**src/uadb_pkg.sv**
```systemverilog
package uadb_pkg;
  // ---------------------------------------------------------------
  // register byte addresses
  // ---------------------------------------------------------------
  localparam logic [31:0] ADDR_DATA = 32'h5000_1000; // rx / tx / divisor low
  localparam logic [31:0] ADDR_DLH = 32'h5000_1004; // divisor high / int enable
  localparam logic [31:0] ADDR_FCR = 32'h5000_1008; // fifo control
  localparam logic [31:0] ADDR_LCR = 32'h5000_100c; // line control
  localparam logic [31:0] ADDR_LSR = 32'h5000_1014; // line status
  localparam logic [31:0] ADDR_ISTAT = 32'h5000_1040; // sticky events
  localparam logic [31:0] ADDR_IMASK = 32'h5000_1044; // event mask
  // ---------------------------------------------------------------
  // field positions
  // ---------------------------------------------------------------
  localparam int LCR_DLAB = 7; // divisor access
  localparam int LCR_IR = 6; // infrared mode
  localparam int FCR_EN = 0; // fifos enabled
  localparam int FCR_RXRST = 1; // flush rx fifo
  localparam int FCR_TXRST = 2; // flush tx fifo
  localparam int LSR_DR = 0; // data ready
  localparam int LSR_OE = 1; // overrun
  localparam int LSR_TRANSMIT_EMPTY_FLAG = 5; // transmit empty
  localparam int LSR_TEMT = 6; // shifter idle too
  localparam int IRQ_RX = 0; // character received
  localparam int IRQ_OVR = 1; // overrun
  localparam int IRQ_TRANSMIT_EMPTY_FLAG = 2; // transmit empty rose
  localparam int IRQ_DROP = 3; // tx write lost
  localparam int IRQ_W = 4;
  // ---------------------------------------------------------------
  // reset values and counts
  // ---------------------------------------------------------------
  localparam logic [7:0] BYTE_RST = 8'h00;
  localparam logic [3:0] IRQ_RST = 4'h0;
  localparam int FIFO_DEPTH = 16;
  localparam int FIFO_AW = 4;
  localparam logic [3:0] TICK_LAST = 4'hf; // sixteen ticks a bit
  localparam logic [3:0] TICK_MID = 4'h7; // centre of start bit
  localparam logic [3:0] IR_PULSE = 4'h3; // ir pulse, 3/16 bit
  localparam logic [2:0] BIT_LAST = 3'h7; // eight data bits
  typedef enum logic [1:0] {
    SER_IDLE = 2'b00,
    SER_START = 2'b01,
    SER_DATA = 2'b11,
    SER_STOP = 2'b10
  } uadb_ser_t;
endpackage

```
**src/uadb_top.sv**
```systemverilog
// The APB slave port was decided locally.
`timescale 1ns/100ps
// Overview of operation
// - store each received byte, line or ir
// - rx byte valid only while data ready
// - no fifo: overwrite unread byte, flag overrun
// - fifo: data read returns oldest entry
// - rx fifo full: drop new byte, overrun
// - send written bytes on line or ir
// - no fifo: one write clears transmit empty
// - no fifo: later writes replace pending byte
// - fifo: accept sixteen bytes before full
// - write to full tx fifo is dropped
// - low divisor byte is bits 7:0
// - baud is clock over sixteen times divisor
// - zero divisor stops baud and traffic
// - high divisor shares interrupt enable address
module uadb_top (
  input wire logic core_clk,
  input wire logic rst,
  input wire logic psel,
  input wire logic penable,
  input wire logic pwrite,
  input wire logic [31:0] paddr,
  input wire logic [31:0] pwdata,
  output logic [31:0] prdata,
  output logic pready,
  output logic pslverr,
  input wire logic serIn,
  output logic serOut,
  input wire logic sirIn,
  output logic sirOutN,
  output logic irq
);
  // ---------------------------------------------------------------
  // state of the whole block
  // ---------------------------------------------------------------
  typedef struct packed {
    logic [7:0] dll; // divisor low
    logic [7:0] divisor_high_byte; // divisor high
    logic [7:0] ier; // interrupt enable byte
    logic [7:0] lcr; // line control
    logic fifoEn; // fifos on
    logic [7:0] rxHold; // single rx byte, fifos off
    logic rxHoldValid; // rxHold unread
    logic [7:0] txHold; // single tx byte, fifos off
    logic txHoldFull; // txHold pending
    logic overrun; // sticky line status
    logic [3:0] istat; // sticky events
    logic [3:0] imask; // event enables
    logic irq; // interrupt output
    logic threPrev; // edge detect of empty
    uadb_pkg::uadb_ser_t txSt; // transmitter state
    logic [3:0] txTick; // ticks into tx bit
    logic [2:0] txBit; // tx data bit index
    logic [7:0] txShift; // tx shifter
    logic serOut; // line output
    logic sirOutN; // ir output, low is a pulse
    uadb_pkg::uadb_ser_t rxSt; // receiver state
    logic [3:0] rxTick; // ticks into rx bit
    logic [2:0] rxBit; // rx data bit index
    logic [7:0] rxShift; // rx shifter
    logic irSeen; // ir pulse seen this bit
    logic [31:0] prdata; // read data
    logic pready; // access done
    logic pslverr; // unmapped address
  } uadb_state_t;
  uadb_state_t s_q, s_d;
  // fifo and baud wiring
  logic baudTick;
  logic rxPush, rxPushReady, rxPop, rxValid, rxFlush;
  logic [7:0] rxData, rxByte;
  logic txPush, txPushReady, txPop, txValid, txFlush;
  logic [7:0] txData;
  // outputs straight from flops
  assign prdata = s_q.prdata;
  assign pready = s_q.pready;
  assign pslverr = s_q.pslverr;
  assign serOut = s_q.serOut;
  assign sirOutN = s_q.sirOutN;
  assign irq = s_q.irq;
  // tick counter step, used by both engines
  function automatic logic [3:0] uadb_inc4(input logic [3:0] v);
    uadb_inc4 = v + 4'h1;
  endfunction
  // ---------------------------------------------------------------
  // submodules
  // ---------------------------------------------------------------
  // ticks at sixteen per bit; none while divisor is zero
  uadb_baud baud (
    .core_clk(core_clk),
    .rst(rst),
    .divisor({s_q.divisor_high_byte, s_q.dll}),
    .tick(baudTick)
  );
  // receive fifo
  uadb_fifo rxFifo (
    .core_clk(core_clk),
    .rst(rst),
    .flush(rxFlush),
    .pushValid(rxPush),
    .pushData(rxByte),
    .pushReady(rxPushReady),
    .popReady(rxPop),
    .popValid(rxValid),
    .popData(rxData)
  );
  // transmit fifo
  uadb_fifo txFifo (
    .core_clk(core_clk),
    .rst(rst),
    .flush(txFlush),
    .pushValid(txPush),
    .pushData(pwdata[7:0]),
    .pushReady(txPushReady),
    .popReady(txPop),
    .popValid(txValid),
    .popData(txData)
  );
  // ---------------------------------------------------------------
  // next state
  // ---------------------------------------------------------------
  // the order of sections matters: hardware sets come after bus
  // clears so an event in the clearing cycle is never lost
  always_comb
  begin
    logic access, dlab, irMode, dataReady, transmit_empty_flag, lineBit, rxLvl;
    logic txAvail;
    logic [7:0] rdByte;
    access = 1'b0;
    dlab = 1'b0;
    irMode = 1'b0;
    dataReady = 1'b0;
    transmit_empty_flag = 1'b0;
    lineBit = 1'b1;
    rxLvl = 1'b1;
    txAvail = 1'b0;
    rdByte = 8'h00;
    s_d = s_q;
    rxPush = 1'b0;
    rxPop = 1'b0;
    rxFlush = 1'b0;
    txPush = 1'b0;
    txPop = 1'b0;
    txFlush = 1'b0;
    rxByte = s_q.rxShift;
    dlab = s_q.lcr[uadb_pkg::LCR_DLAB];
    irMode = s_q.lcr[uadb_pkg::LCR_IR];
    // data ready: valid rx byte waiting
    dataReady = s_q.fifoEn ? rxValid : s_q.rxHoldValid;
    transmit_empty_flag = s_q.fifoEn ? !txValid : !s_q.txHoldFull;
    // ---- transmitter, advances only on a baud tick ----
    txAvail = s_q.fifoEn ? txValid : s_q.txHoldFull;
    if (baudTick)
    begin
      s_d.txTick = uadb_inc4(s_q.txTick);
      case (s_q.txSt)
        uadb_pkg::SER_IDLE:
        begin
          s_d.txTick = '0;
          if (txAvail)
          begin
            s_d.txSt = uadb_pkg::SER_START;
            s_d.txShift = s_q.fifoEn ? txData : s_q.txHold;
            txPop = s_q.fifoEn;
            s_d.txHoldFull = 1'b0;
          end
        end
        uadb_pkg::SER_START:
          if (s_q.txTick == uadb_pkg::TICK_LAST)
          begin
            s_d.txSt = uadb_pkg::SER_DATA;
            s_d.txBit = '0;
          end
        uadb_pkg::SER_DATA:
          if (s_q.txTick == uadb_pkg::TICK_LAST)
          begin
            // lsb first
            s_d.txShift = {1'b0, s_q.txShift[7:1]};
            s_d.txBit = s_q.txBit + 3'h1;
            if (s_q.txBit == uadb_pkg::BIT_LAST)
              s_d.txSt = uadb_pkg::SER_STOP;
          end
        uadb_pkg::SER_STOP:
          if (s_q.txTick == uadb_pkg::TICK_LAST)
            s_d.txSt = uadb_pkg::SER_IDLE;
        default:
          s_d.txSt = uadb_pkg::SER_IDLE;
      endcase
    end
    // line level of the next state; ir sends a short low pulse per zero
    case (s_d.txSt)
      uadb_pkg::SER_START: lineBit = 1'b0;
      uadb_pkg::SER_DATA: lineBit = s_d.txShift[0];
      default: lineBit = 1'b1;
    endcase
    s_d.serOut = irMode ? 1'b1 : lineBit;
    s_d.sirOutN = !(irMode && !lineBit && s_d.txTick < uadb_pkg::IR_PULSE);
    // ---- register bus: one wait state, answer from flops ----
    access = psel && penable && !s_q.pready;
    s_d.pready = access;
    s_d.pslverr = 1'b0;
    if (access)
    begin
      rdByte = 8'h00;
      case (paddr)
        uadb_pkg::ADDR_DATA:
          if (dlab)
          begin
            // divisor low byte
            rdByte = s_q.dll;
            if (pwrite)
              s_d.dll = pwdata[7:0];
          end
          else if (!pwrite)
          begin
            // read pops the fifo head or frees the holding byte
            rdByte = s_q.fifoEn ? rxData : s_q.rxHold;
            rxPop = s_q.fifoEn;
            s_d.rxHoldValid = 1'b0;
          end
          else if (s_q.fifoEn)
          begin
            txPush = 1'b1;
            // full fifo: byte lost, contents untouched
            if (!txPushReady && !txPop)
              s_d.istat[uadb_pkg::IRQ_DROP] = 1'b1;
          end
          else
          begin
            // a second write simply replaces the pending byte
            s_d.txHold = pwdata[7:0];
            s_d.txHoldFull = 1'b1;
          end
        uadb_pkg::ADDR_DLH:
        begin
          // divisor high and interrupt enables share this word
          rdByte = dlab ? s_q.divisor_high_byte : s_q.ier;
          if (pwrite && dlab)
            s_d.divisor_high_byte = pwdata[7:0];
          else if (pwrite)
            s_d.ier = pwdata[7:0];
        end
        uadb_pkg::ADDR_FCR:
        begin
          rdByte = {7'h00, s_q.fifoEn};
          if (pwrite)
          begin
            s_d.fifoEn = pwdata[uadb_pkg::FCR_EN];
            // switching mode empties both fifos to avoid stale bytes
            rxFlush = pwdata[uadb_pkg::FCR_RXRST] || (pwdata[uadb_pkg::FCR_EN] != s_q.fifoEn);
            txFlush = pwdata[uadb_pkg::FCR_TXRST] || (pwdata[uadb_pkg::FCR_EN] != s_q.fifoEn);
          end
        end
        uadb_pkg::ADDR_LCR:
        begin
          rdByte = s_q.lcr;
          if (pwrite)
            s_d.lcr = pwdata[7:0];
        end
        uadb_pkg::ADDR_LSR:
        begin
          rdByte[uadb_pkg::LSR_DR] = dataReady;
          rdByte[uadb_pkg::LSR_OE] = s_q.overrun;
          rdByte[uadb_pkg::LSR_TRANSMIT_EMPTY_FLAG] = transmit_empty_flag;
          rdByte[uadb_pkg::LSR_TEMT] = transmit_empty_flag && (s_q.txSt == uadb_pkg::SER_IDLE);
          // reading line status clears overrun
          if (!pwrite)
            s_d.overrun = 1'b0;
        end
        uadb_pkg::ADDR_ISTAT:
        begin
          rdByte = {4'h0, s_q.istat};
          // write one to clear
          if (pwrite)
            s_d.istat = s_d.istat & ~pwdata[3:0];
        end
        uadb_pkg::ADDR_IMASK:
        begin
          rdByte = {4'h0, s_q.imask};
          if (pwrite)
            s_d.imask = pwdata[3:0];
        end
        default:
          s_d.pslverr = 1'b1;
      endcase
      // upper bits always zero
      s_d.prdata = {24'h000000, rdByte};
    end
    // ---- receiver, advances only on a baud tick ----
    // ir: a pulse anywhere before the sample point means a zero
    rxLvl = irMode ? !(s_q.irSeen || sirIn) : serIn;
    s_d.irSeen = irMode && (s_q.irSeen || sirIn);
    if (baudTick)
    begin
      s_d.rxTick = uadb_inc4(s_q.rxTick);
      case (s_q.rxSt)
        uadb_pkg::SER_IDLE:
        begin
          s_d.rxTick = '0;
          if (!rxLvl)
            s_d.rxSt = uadb_pkg::SER_START;
        end
        uadb_pkg::SER_START:
          if (s_q.rxTick == uadb_pkg::TICK_MID)
          begin
            // a glitch shorter than half a bit is not a start
            s_d.rxSt = rxLvl ? uadb_pkg::SER_IDLE : uadb_pkg::SER_DATA;
            s_d.rxTick = '0;
            s_d.rxBit = '0;
            s_d.irSeen = 1'b0;
          end
        uadb_pkg::SER_DATA:
          if (s_q.rxTick == uadb_pkg::TICK_LAST)
          begin
            s_d.rxShift = {rxLvl, s_q.rxShift[7:1]};
            s_d.rxBit = s_q.rxBit + 3'h1;
            s_d.irSeen = 1'b0;
            if (s_q.rxBit == uadb_pkg::BIT_LAST)
              s_d.rxSt = uadb_pkg::SER_STOP;
          end
        uadb_pkg::SER_STOP:
          if (s_q.rxTick == uadb_pkg::TICK_LAST)
          begin
            // stop bit is not checked; byte delivered here
            s_d.rxSt = uadb_pkg::SER_IDLE;
            s_d.irSeen = 1'b0;
            s_d.istat[uadb_pkg::IRQ_RX] = 1'b1;
            if (s_q.fifoEn)
            begin
              // full fifo keeps its contents, new byte dropped
              rxPush = rxPushReady;
              if (!rxPushReady || rxPop)
              begin
                // a pop in this cycle frees room: push still allowed
                rxPush = rxPushReady || rxPop;
              end
              if (!rxPushReady && !rxPop)
              begin
                s_d.overrun = 1'b1;
                s_d.istat[uadb_pkg::IRQ_OVR] = 1'b1;
              end
            end
            else
            begin
              // unread byte overwritten
              if (s_d.rxHoldValid)
              begin
                s_d.overrun = 1'b1;
                s_d.istat[uadb_pkg::IRQ_OVR] = 1'b1;
              end
              s_d.rxHold = s_q.rxShift;
              s_d.rxHoldValid = 1'b1;
            end
          end
        default:
          s_d.rxSt = uadb_pkg::SER_IDLE;
      endcase
    end
    // ---- events and interrupt line ----
    s_d.threPrev = transmit_empty_flag;
    if (transmit_empty_flag && !s_q.threPrev)
      s_d.istat[uadb_pkg::IRQ_TRANSMIT_EMPTY_FLAG] = 1'b1;
    s_d.irq = |(s_d.istat & s_d.imask);
  end
  // ---------------------------------------------------------------
  // state register
  // ---------------------------------------------------------------
  always_ff @(posedge core_clk or posedge rst)
  begin
    if (rst)
    begin
      s_q <= '0;
      s_q.dll <= uadb_pkg::BYTE_RST;
      s_q.divisor_high_byte <= uadb_pkg::BYTE_RST;
      s_q.istat <= uadb_pkg::IRQ_RST;
      s_q.txSt <= uadb_pkg::SER_IDLE;
      s_q.rxSt <= uadb_pkg::SER_IDLE;
      s_q.serOut <= 1'b1;
      s_q.sirOutN <= 1'b1;
      s_q.threPrev <= 1'b1;
    end
    else
      s_q <= s_d;
  end
endmodule

```
**src/uadb_fifo.sv**
```systemverilog
`timescale 1ns/100ps
// byte fifo, one entry written and one read per cycle at most
module uadb_fifo (
  input wire logic core_clk,
  input wire logic rst,
  input wire logic flush,
  input wire logic pushValid,
  input wire logic [7:0] pushData,
  output logic pushReady,
  input wire logic popReady,
  output logic popValid,
  output logic [7:0] popData
);
  typedef struct packed {
    logic [uadb_pkg::FIFO_DEPTH-1:0][7:0] mem; // storage
    logic [uadb_pkg::FIFO_AW-1:0] wp; // write pointer
    logic [uadb_pkg::FIFO_AW-1:0] rp; // read pointer
    logic [uadb_pkg::FIFO_AW:0] cnt; // fill level
  } uadb_fifo_t;
  uadb_fifo_t s_q, s_d;
  // full and empty come straight from the count, no pointer tricks
  assign pushReady = (s_q.cnt != 5'(uadb_pkg::FIFO_DEPTH));
  assign popValid = (s_q.cnt != '0);
  assign popData = s_q.mem[s_q.rp];
  // ---------------------------------------------------------------
  // next state
  // ---------------------------------------------------------------
  always_comb
  begin
    logic doPush, doPop;
    doPop = popReady && popValid;
    // a pop in the same cycle frees the slot a full fifo needs, so no byte is lost silently
    doPush = pushValid && (pushReady || doPop);
    s_d = s_q;
    if (doPush)
    begin
      s_d.mem[s_q.wp] = pushData;
      s_d.wp = s_q.wp + 4'h1;
    end
    if (doPop)
      s_d.rp = s_q.rp + 4'h1;
    s_d.cnt = s_q.cnt + 5'(doPush) - 5'(doPop);
    // flush wins over everything in the same cycle
    if (flush)
    begin
      s_d.wp = '0;
      s_d.rp = '0;
      s_d.cnt = '0;
    end
  end
  // state register
  always_ff @(posedge core_clk or posedge rst)
  begin
    if (rst)
      s_q <= '0;
    else
      s_q <= s_d;
  end
endmodule

```
**src/uadb_baud.sv**
```systemverilog
`timescale 1ns/100ps
// sixteen-times oversampling tick: one pulse every divisor cycles
module uadb_baud (
  input wire logic core_clk,
  input wire logic rst,
  input wire logic [15:0] divisor,
  output logic tick
);
  typedef struct packed {
    logic [15:0] cnt; // cycles into this tick
    logic tick; // registered pulse
  } uadb_baud_t;
  uadb_baud_t s_q, s_d;
  assign tick = s_q.tick;
  // ---------------------------------------------------------------
  // divider; >= so a smaller divisor written mid-count wraps at once
  // ---------------------------------------------------------------
  always_comb
  begin
    s_d = s_q;
    s_d.tick = 1'b0;
    if (divisor == 16'h0000)
      s_d.cnt = '0;
    else if (s_q.cnt >= divisor - 16'h0001)
    begin
      s_d.cnt = '0;
      s_d.tick = 1'b1;
    end
    else
      s_d.cnt = s_q.cnt + 16'h0001;
  end
  // state register
  always_ff @(posedge core_clk or posedge rst)
  begin
    if (rst)
      s_q <= '0;
    else
      s_q <= s_d;
  end
endmodule

```
**config.mk**
```make
export PLATFORM = sky130hd
export DESIGN_NAME = uadb_top
export DESIGN_NICKNAME = d
export VERILOG_FILES = /design/src/uadb_pkg.sv /design/src/uadb_top.sv /design/src/uadb_fifo.sv /design/src/uadb_baud.sv
export SDC_FILE = /design/constraint.sdc
export NUM_CORES = 1
export LEC_CHECK = 0
export BUFFER_PORTS_ARGS = -buffer_cell sky130_fd_sc_hd__buf_2
export CAP_MARGIN = 10
export CORE_MARGIN = 2
export CORE_UTILIZATION = 35
export DETAILED_ROUTE_END_ITERATION = 12
export GPL_TIMING_DRIVEN = 0
export PLACE_DENSITY_LB_ADDON = 0.3
export SLEW_MARGIN = 10
export SYNTH_ARGS = -nofsm -noshare
export SYNTH_HDL_FRONTEND = slang
export SYNTH_SLANG_ARGS = --single-unit
```
**constraint.sdc**
```tcl
create_clock -name core_clk -period 20.3 [get_ports core_clk]
set_clock_uncertainty 0.05 [all_clocks]
set_input_delay 5.075 -clock core_clk [delete_from_list [all_inputs] [get_ports core_clk]]
set_output_delay 5.075 -clock core_clk [all_outputs]
set_load 0.02 [all_outputs]
```
==> flow_summary.ini <==
[sta]
finalHoldViolCount = 0
max_slew.worst_pin.slew_ns = 1.130
final.min_clock_period_ns = 8.962
fmax_mhz = 111.6
hold_slack_ns = 0.4324
fin_ws_ns = 11.34
slew_viol_final = 0
rsz0062_at_grt = false
max_slew_margin_pct = 24.03
period_share_pct = 44.15
finalSetupViolCount = 0

[synth]
synth_area_per_cell_um2 = 13.00
yosys_warnings = 0
ys_seq_area_share_pct = 49.09
post_synth_num_cell_types = 75
netlist_area_um2 = 20810
synth_ff_type = dfrtp_1
synth.largest_area_cell = dfrtp_1
synth_edf_count = 0
syn_inst = 1601
ys_async_sr_fraction_pct = 100.0
synth_top_area_share_pct = 48.71
synth_area_leaders = dfrtp_1 49%, mux2_2 15%, mux4_2 7.1%, ha_1 3.1%, mux2_4 2.3%
ys_ff_latch = 408

[detailed_routing]
vias_per_cell = 5.232
vias = 13278
drtPass1Iterations = 6
drc = 0
drt-total-wl_mm = 52.99
drt_iter0_drc = 908
avgRoutedWirePerCell_um = 20.88
ant_nets = 0

[clock_tree]
clockRootBuffer = clkbuf_16
clock_path_buffers = 3
cts_buffers = 47
insertion_delay_ns = 0.60
path_clk_slew_ns = 0.06
htreeDepth = 2
cts_tree = done
cts_setup_buffers = 0
cts.sinks = 408
ctsResizeCount = 0
cts_hold_buf = 0

[power_and_ir_drop]
p_seq_share_pct = 45.8
peakVddDrop_uv = 54.86
p_switching_uw = 395.1
power.density_nw_per_um2 = 74.68
pwr-share-comb_pct = 3.2
power.leakage_nw = 11.62
p_sw_share_pct = 22.14
power.total_mw = 1.784
p_int_mw = 1.389
clockPowerShare_pct = 51.0

[final_layout]
drive_above_1_share_pct = 34.33
syn2layout_area_growth_pct = 14.83
insertedDiodeCount = 0
fin_nets = 1856
fin_util_pct = 40.56

[worst_setup_path]
slowest_stage = nor4_1
crit_buf_inv = 4
path_common_cell = nor2_1
critPathCaptureType = flip-flop
critPathArrivalTime_ns = 9.37
cp_top_family = simple AND/OR/NAND/NOR gates
worstPathRequired_ns = 20.71
rrSetupSlack_ns = 16.34
worstPathMaxFanout = 5
crit_chain = buf_2 -> nor4b_1 -> nand3_1 -> nor4_1 -> and4_1 -> clkbuf_1 -> ha_1 -> inv_1 -> fa_1 -> inv_1 -> a21oi_1 -> nor2_1 -> nor2_1 -> xnor2_1 -> nor2_1
worstSetupPathType = primary input to flip-flop
crit_path_start_kind = primary input
slowest_delay_ns = 0.99

[die]
die_w_um = 247.8
row_count = 89
die_area_um2 = 61410
die_y_um = 247.8
coreArea_um2 = 58910
initial_utilization_pct = 35.32
ios = 108

[job]
max_cap_viol_count = 0

[global_route]
grt_max_degree = 121
grt_pass1_wl_mm = 83.29
grt_pass1_vias = 13801
gr-total-overflow = 0
grt_usage_pct = 17.79
grt_antenna_before_repair = 0

[placed_design]
gp_congestion = 0.8750
dp_hpwl_mm = 36.94
portBuffers = 56
place_ws_ns = 10.90

[worst_hold_path]
holdCritPathClass = flip-flop to flip-flop

[run_status]
status = finished, final reports clean
## cell families after synthesis
logic type                 synth area share [%]
other                                   0.01802
adders and majority gates                 3.259
muxes                                     26.84
xor gates and xnor gates                  2.063
DFF                                       49.09
AOI/OAI and AO/OA                         4.661
and+or+nand+nor                           9.586
buffers and inverters                     4.486
## cell type report
| cell class | count | area (µm²) |
|---|---|---|
| timing repair buffer | 59 | 362.8 |
| buffer | 130 | 779.5 |
| fill | 5481 | 35020 |
| tap | 773 | 967.2 |
| multi-input combinational | 1045 | 9746 |
| clock buffer | 62 | 1313 |
| sequential | 408 | 10210 |
| inverter | 41 | 161.4 |
| clock inverter | 20 | 349.1 |
## metrics by stage
| stage | setup TNS (ns) | area [µm²] | cells |
|---|---|---|---|
| 6_report | 0 | 23890 | 2538 |
| 5_1_grt | 0 | 23890 | 2538 |
| 4_1_cts | 0 | 23890 | 2538 |
| 3_5_place_dp | 0 | 22230 | 2456 |
| 3_3_place_gp | -162.28 | 22140 | 2453 |
| 2_1_floorplan | 0 | 20890 | 1624 |
## placed cells by master (no fill, tap or decap), drive strengths merged, types with 10 or more instances in the layout
master,count
a22o,12
a211oi,19
buf,123
and2,10
o21ai,24
nand4,21
inv,43
clkbuf,113
nor4,14
dlygate4sd3,11
nor2b,25
nand2,90
conb,24
mux2i,34
xor2,22
xnor2,27
nor3,23
nor2,94
mux4,66
ha,51
dfrtp,405
nand3,33
mux2,323
a21oi,30
## metal layers
layer,vias to the layer above,GRT usage (%),part of all wire (%)
met1,6880,24.95,46
met4,0,5.160,2.4
met5,-,0,0
met2,306,28.44,47
li1,6013,-,-
met3,79,2.811,4.9
## power groups by stage
stage          clock, mW  combinational (mW)  sequential [mW]
2_1_floorplan          0              0.0351            0.832
3_3_place_gp           0              0.0553            0.832
3_5_place_dp           0              0.0589            0.831
4_1_cts            0.930              0.0589            0.817
5_1_grt            0.967              0.0636            0.816
6_report           0.911              0.0571            0.817
## cells in the mapped netlist (4+ instances only)
master	number
ha_1	51
mux2i_1	34
clkbuf_1	49
buf_4	33
mux4_2	66
a221o_1	7
inv_1	41
nor2_1	94
nand4_1	20
mux2_4	32
dlygate4sd1_1	4
nor2b_1	25
xor2_1	22
nor4b_1	4
a31oi_1	8
a22o_1	12
xnor2_1	27
dfrtp_1	405
o22ai_1	4
a211oi_1	19
and2_1	8
dlygate4sd3_1	11
o21ai_0	24
mux2_2	283
a21oi_1	30
and3_1	9
mux2_1	8
buf_6	4
nor4_1	8
buf_1	16
nor3b_2	4
nand3_1	29
nand2_4	12
nand3_4	4
nor4_2	5
buf_2	10
a21o_1	8
nand2b_1	5
nand2_1	78
nor3_1	22
nor3b_1	5
## registers in the layout, indices dropped and copies added (netlist names)
name        count
baud.tick       1
sirOutN         1
s_q            88
rxByte          8
irq             1
pslverr         1
serOut          1
rxFifo.s_q    141
baud.s_q       16
txFifo.s_q    141
prdata          8
pready          1
## path summary, 6_finish.rpt
| path | startpoint | end | cells past startpoint |
|---|---|---|---|
| min in group asynchronous | rst | rxFifo.s_q[107]$_DFFE_PP0P_ | 2 |
| min | s_q[81]$_DFF_PP0_ | s_q[81]$_DFF_PP0_ | 1 |
| max reg2reg | s_q[127]$_DFFE_PP0P_ | baud.s_q[15]$_DFF_PP0_ | 10 |
| max | paddr[31] | txFifo.s_q[4]$_DFF_PP0_ | 15 |
| max in group asynchronous | rst | irq$_DFF_PP0_ | 4 |
| min reg2reg | s_q[81]$_DFF_PP0_ | s_q[81]$_DFF_PP0_ | 1 |
Power figures use the tool's default switching activity.
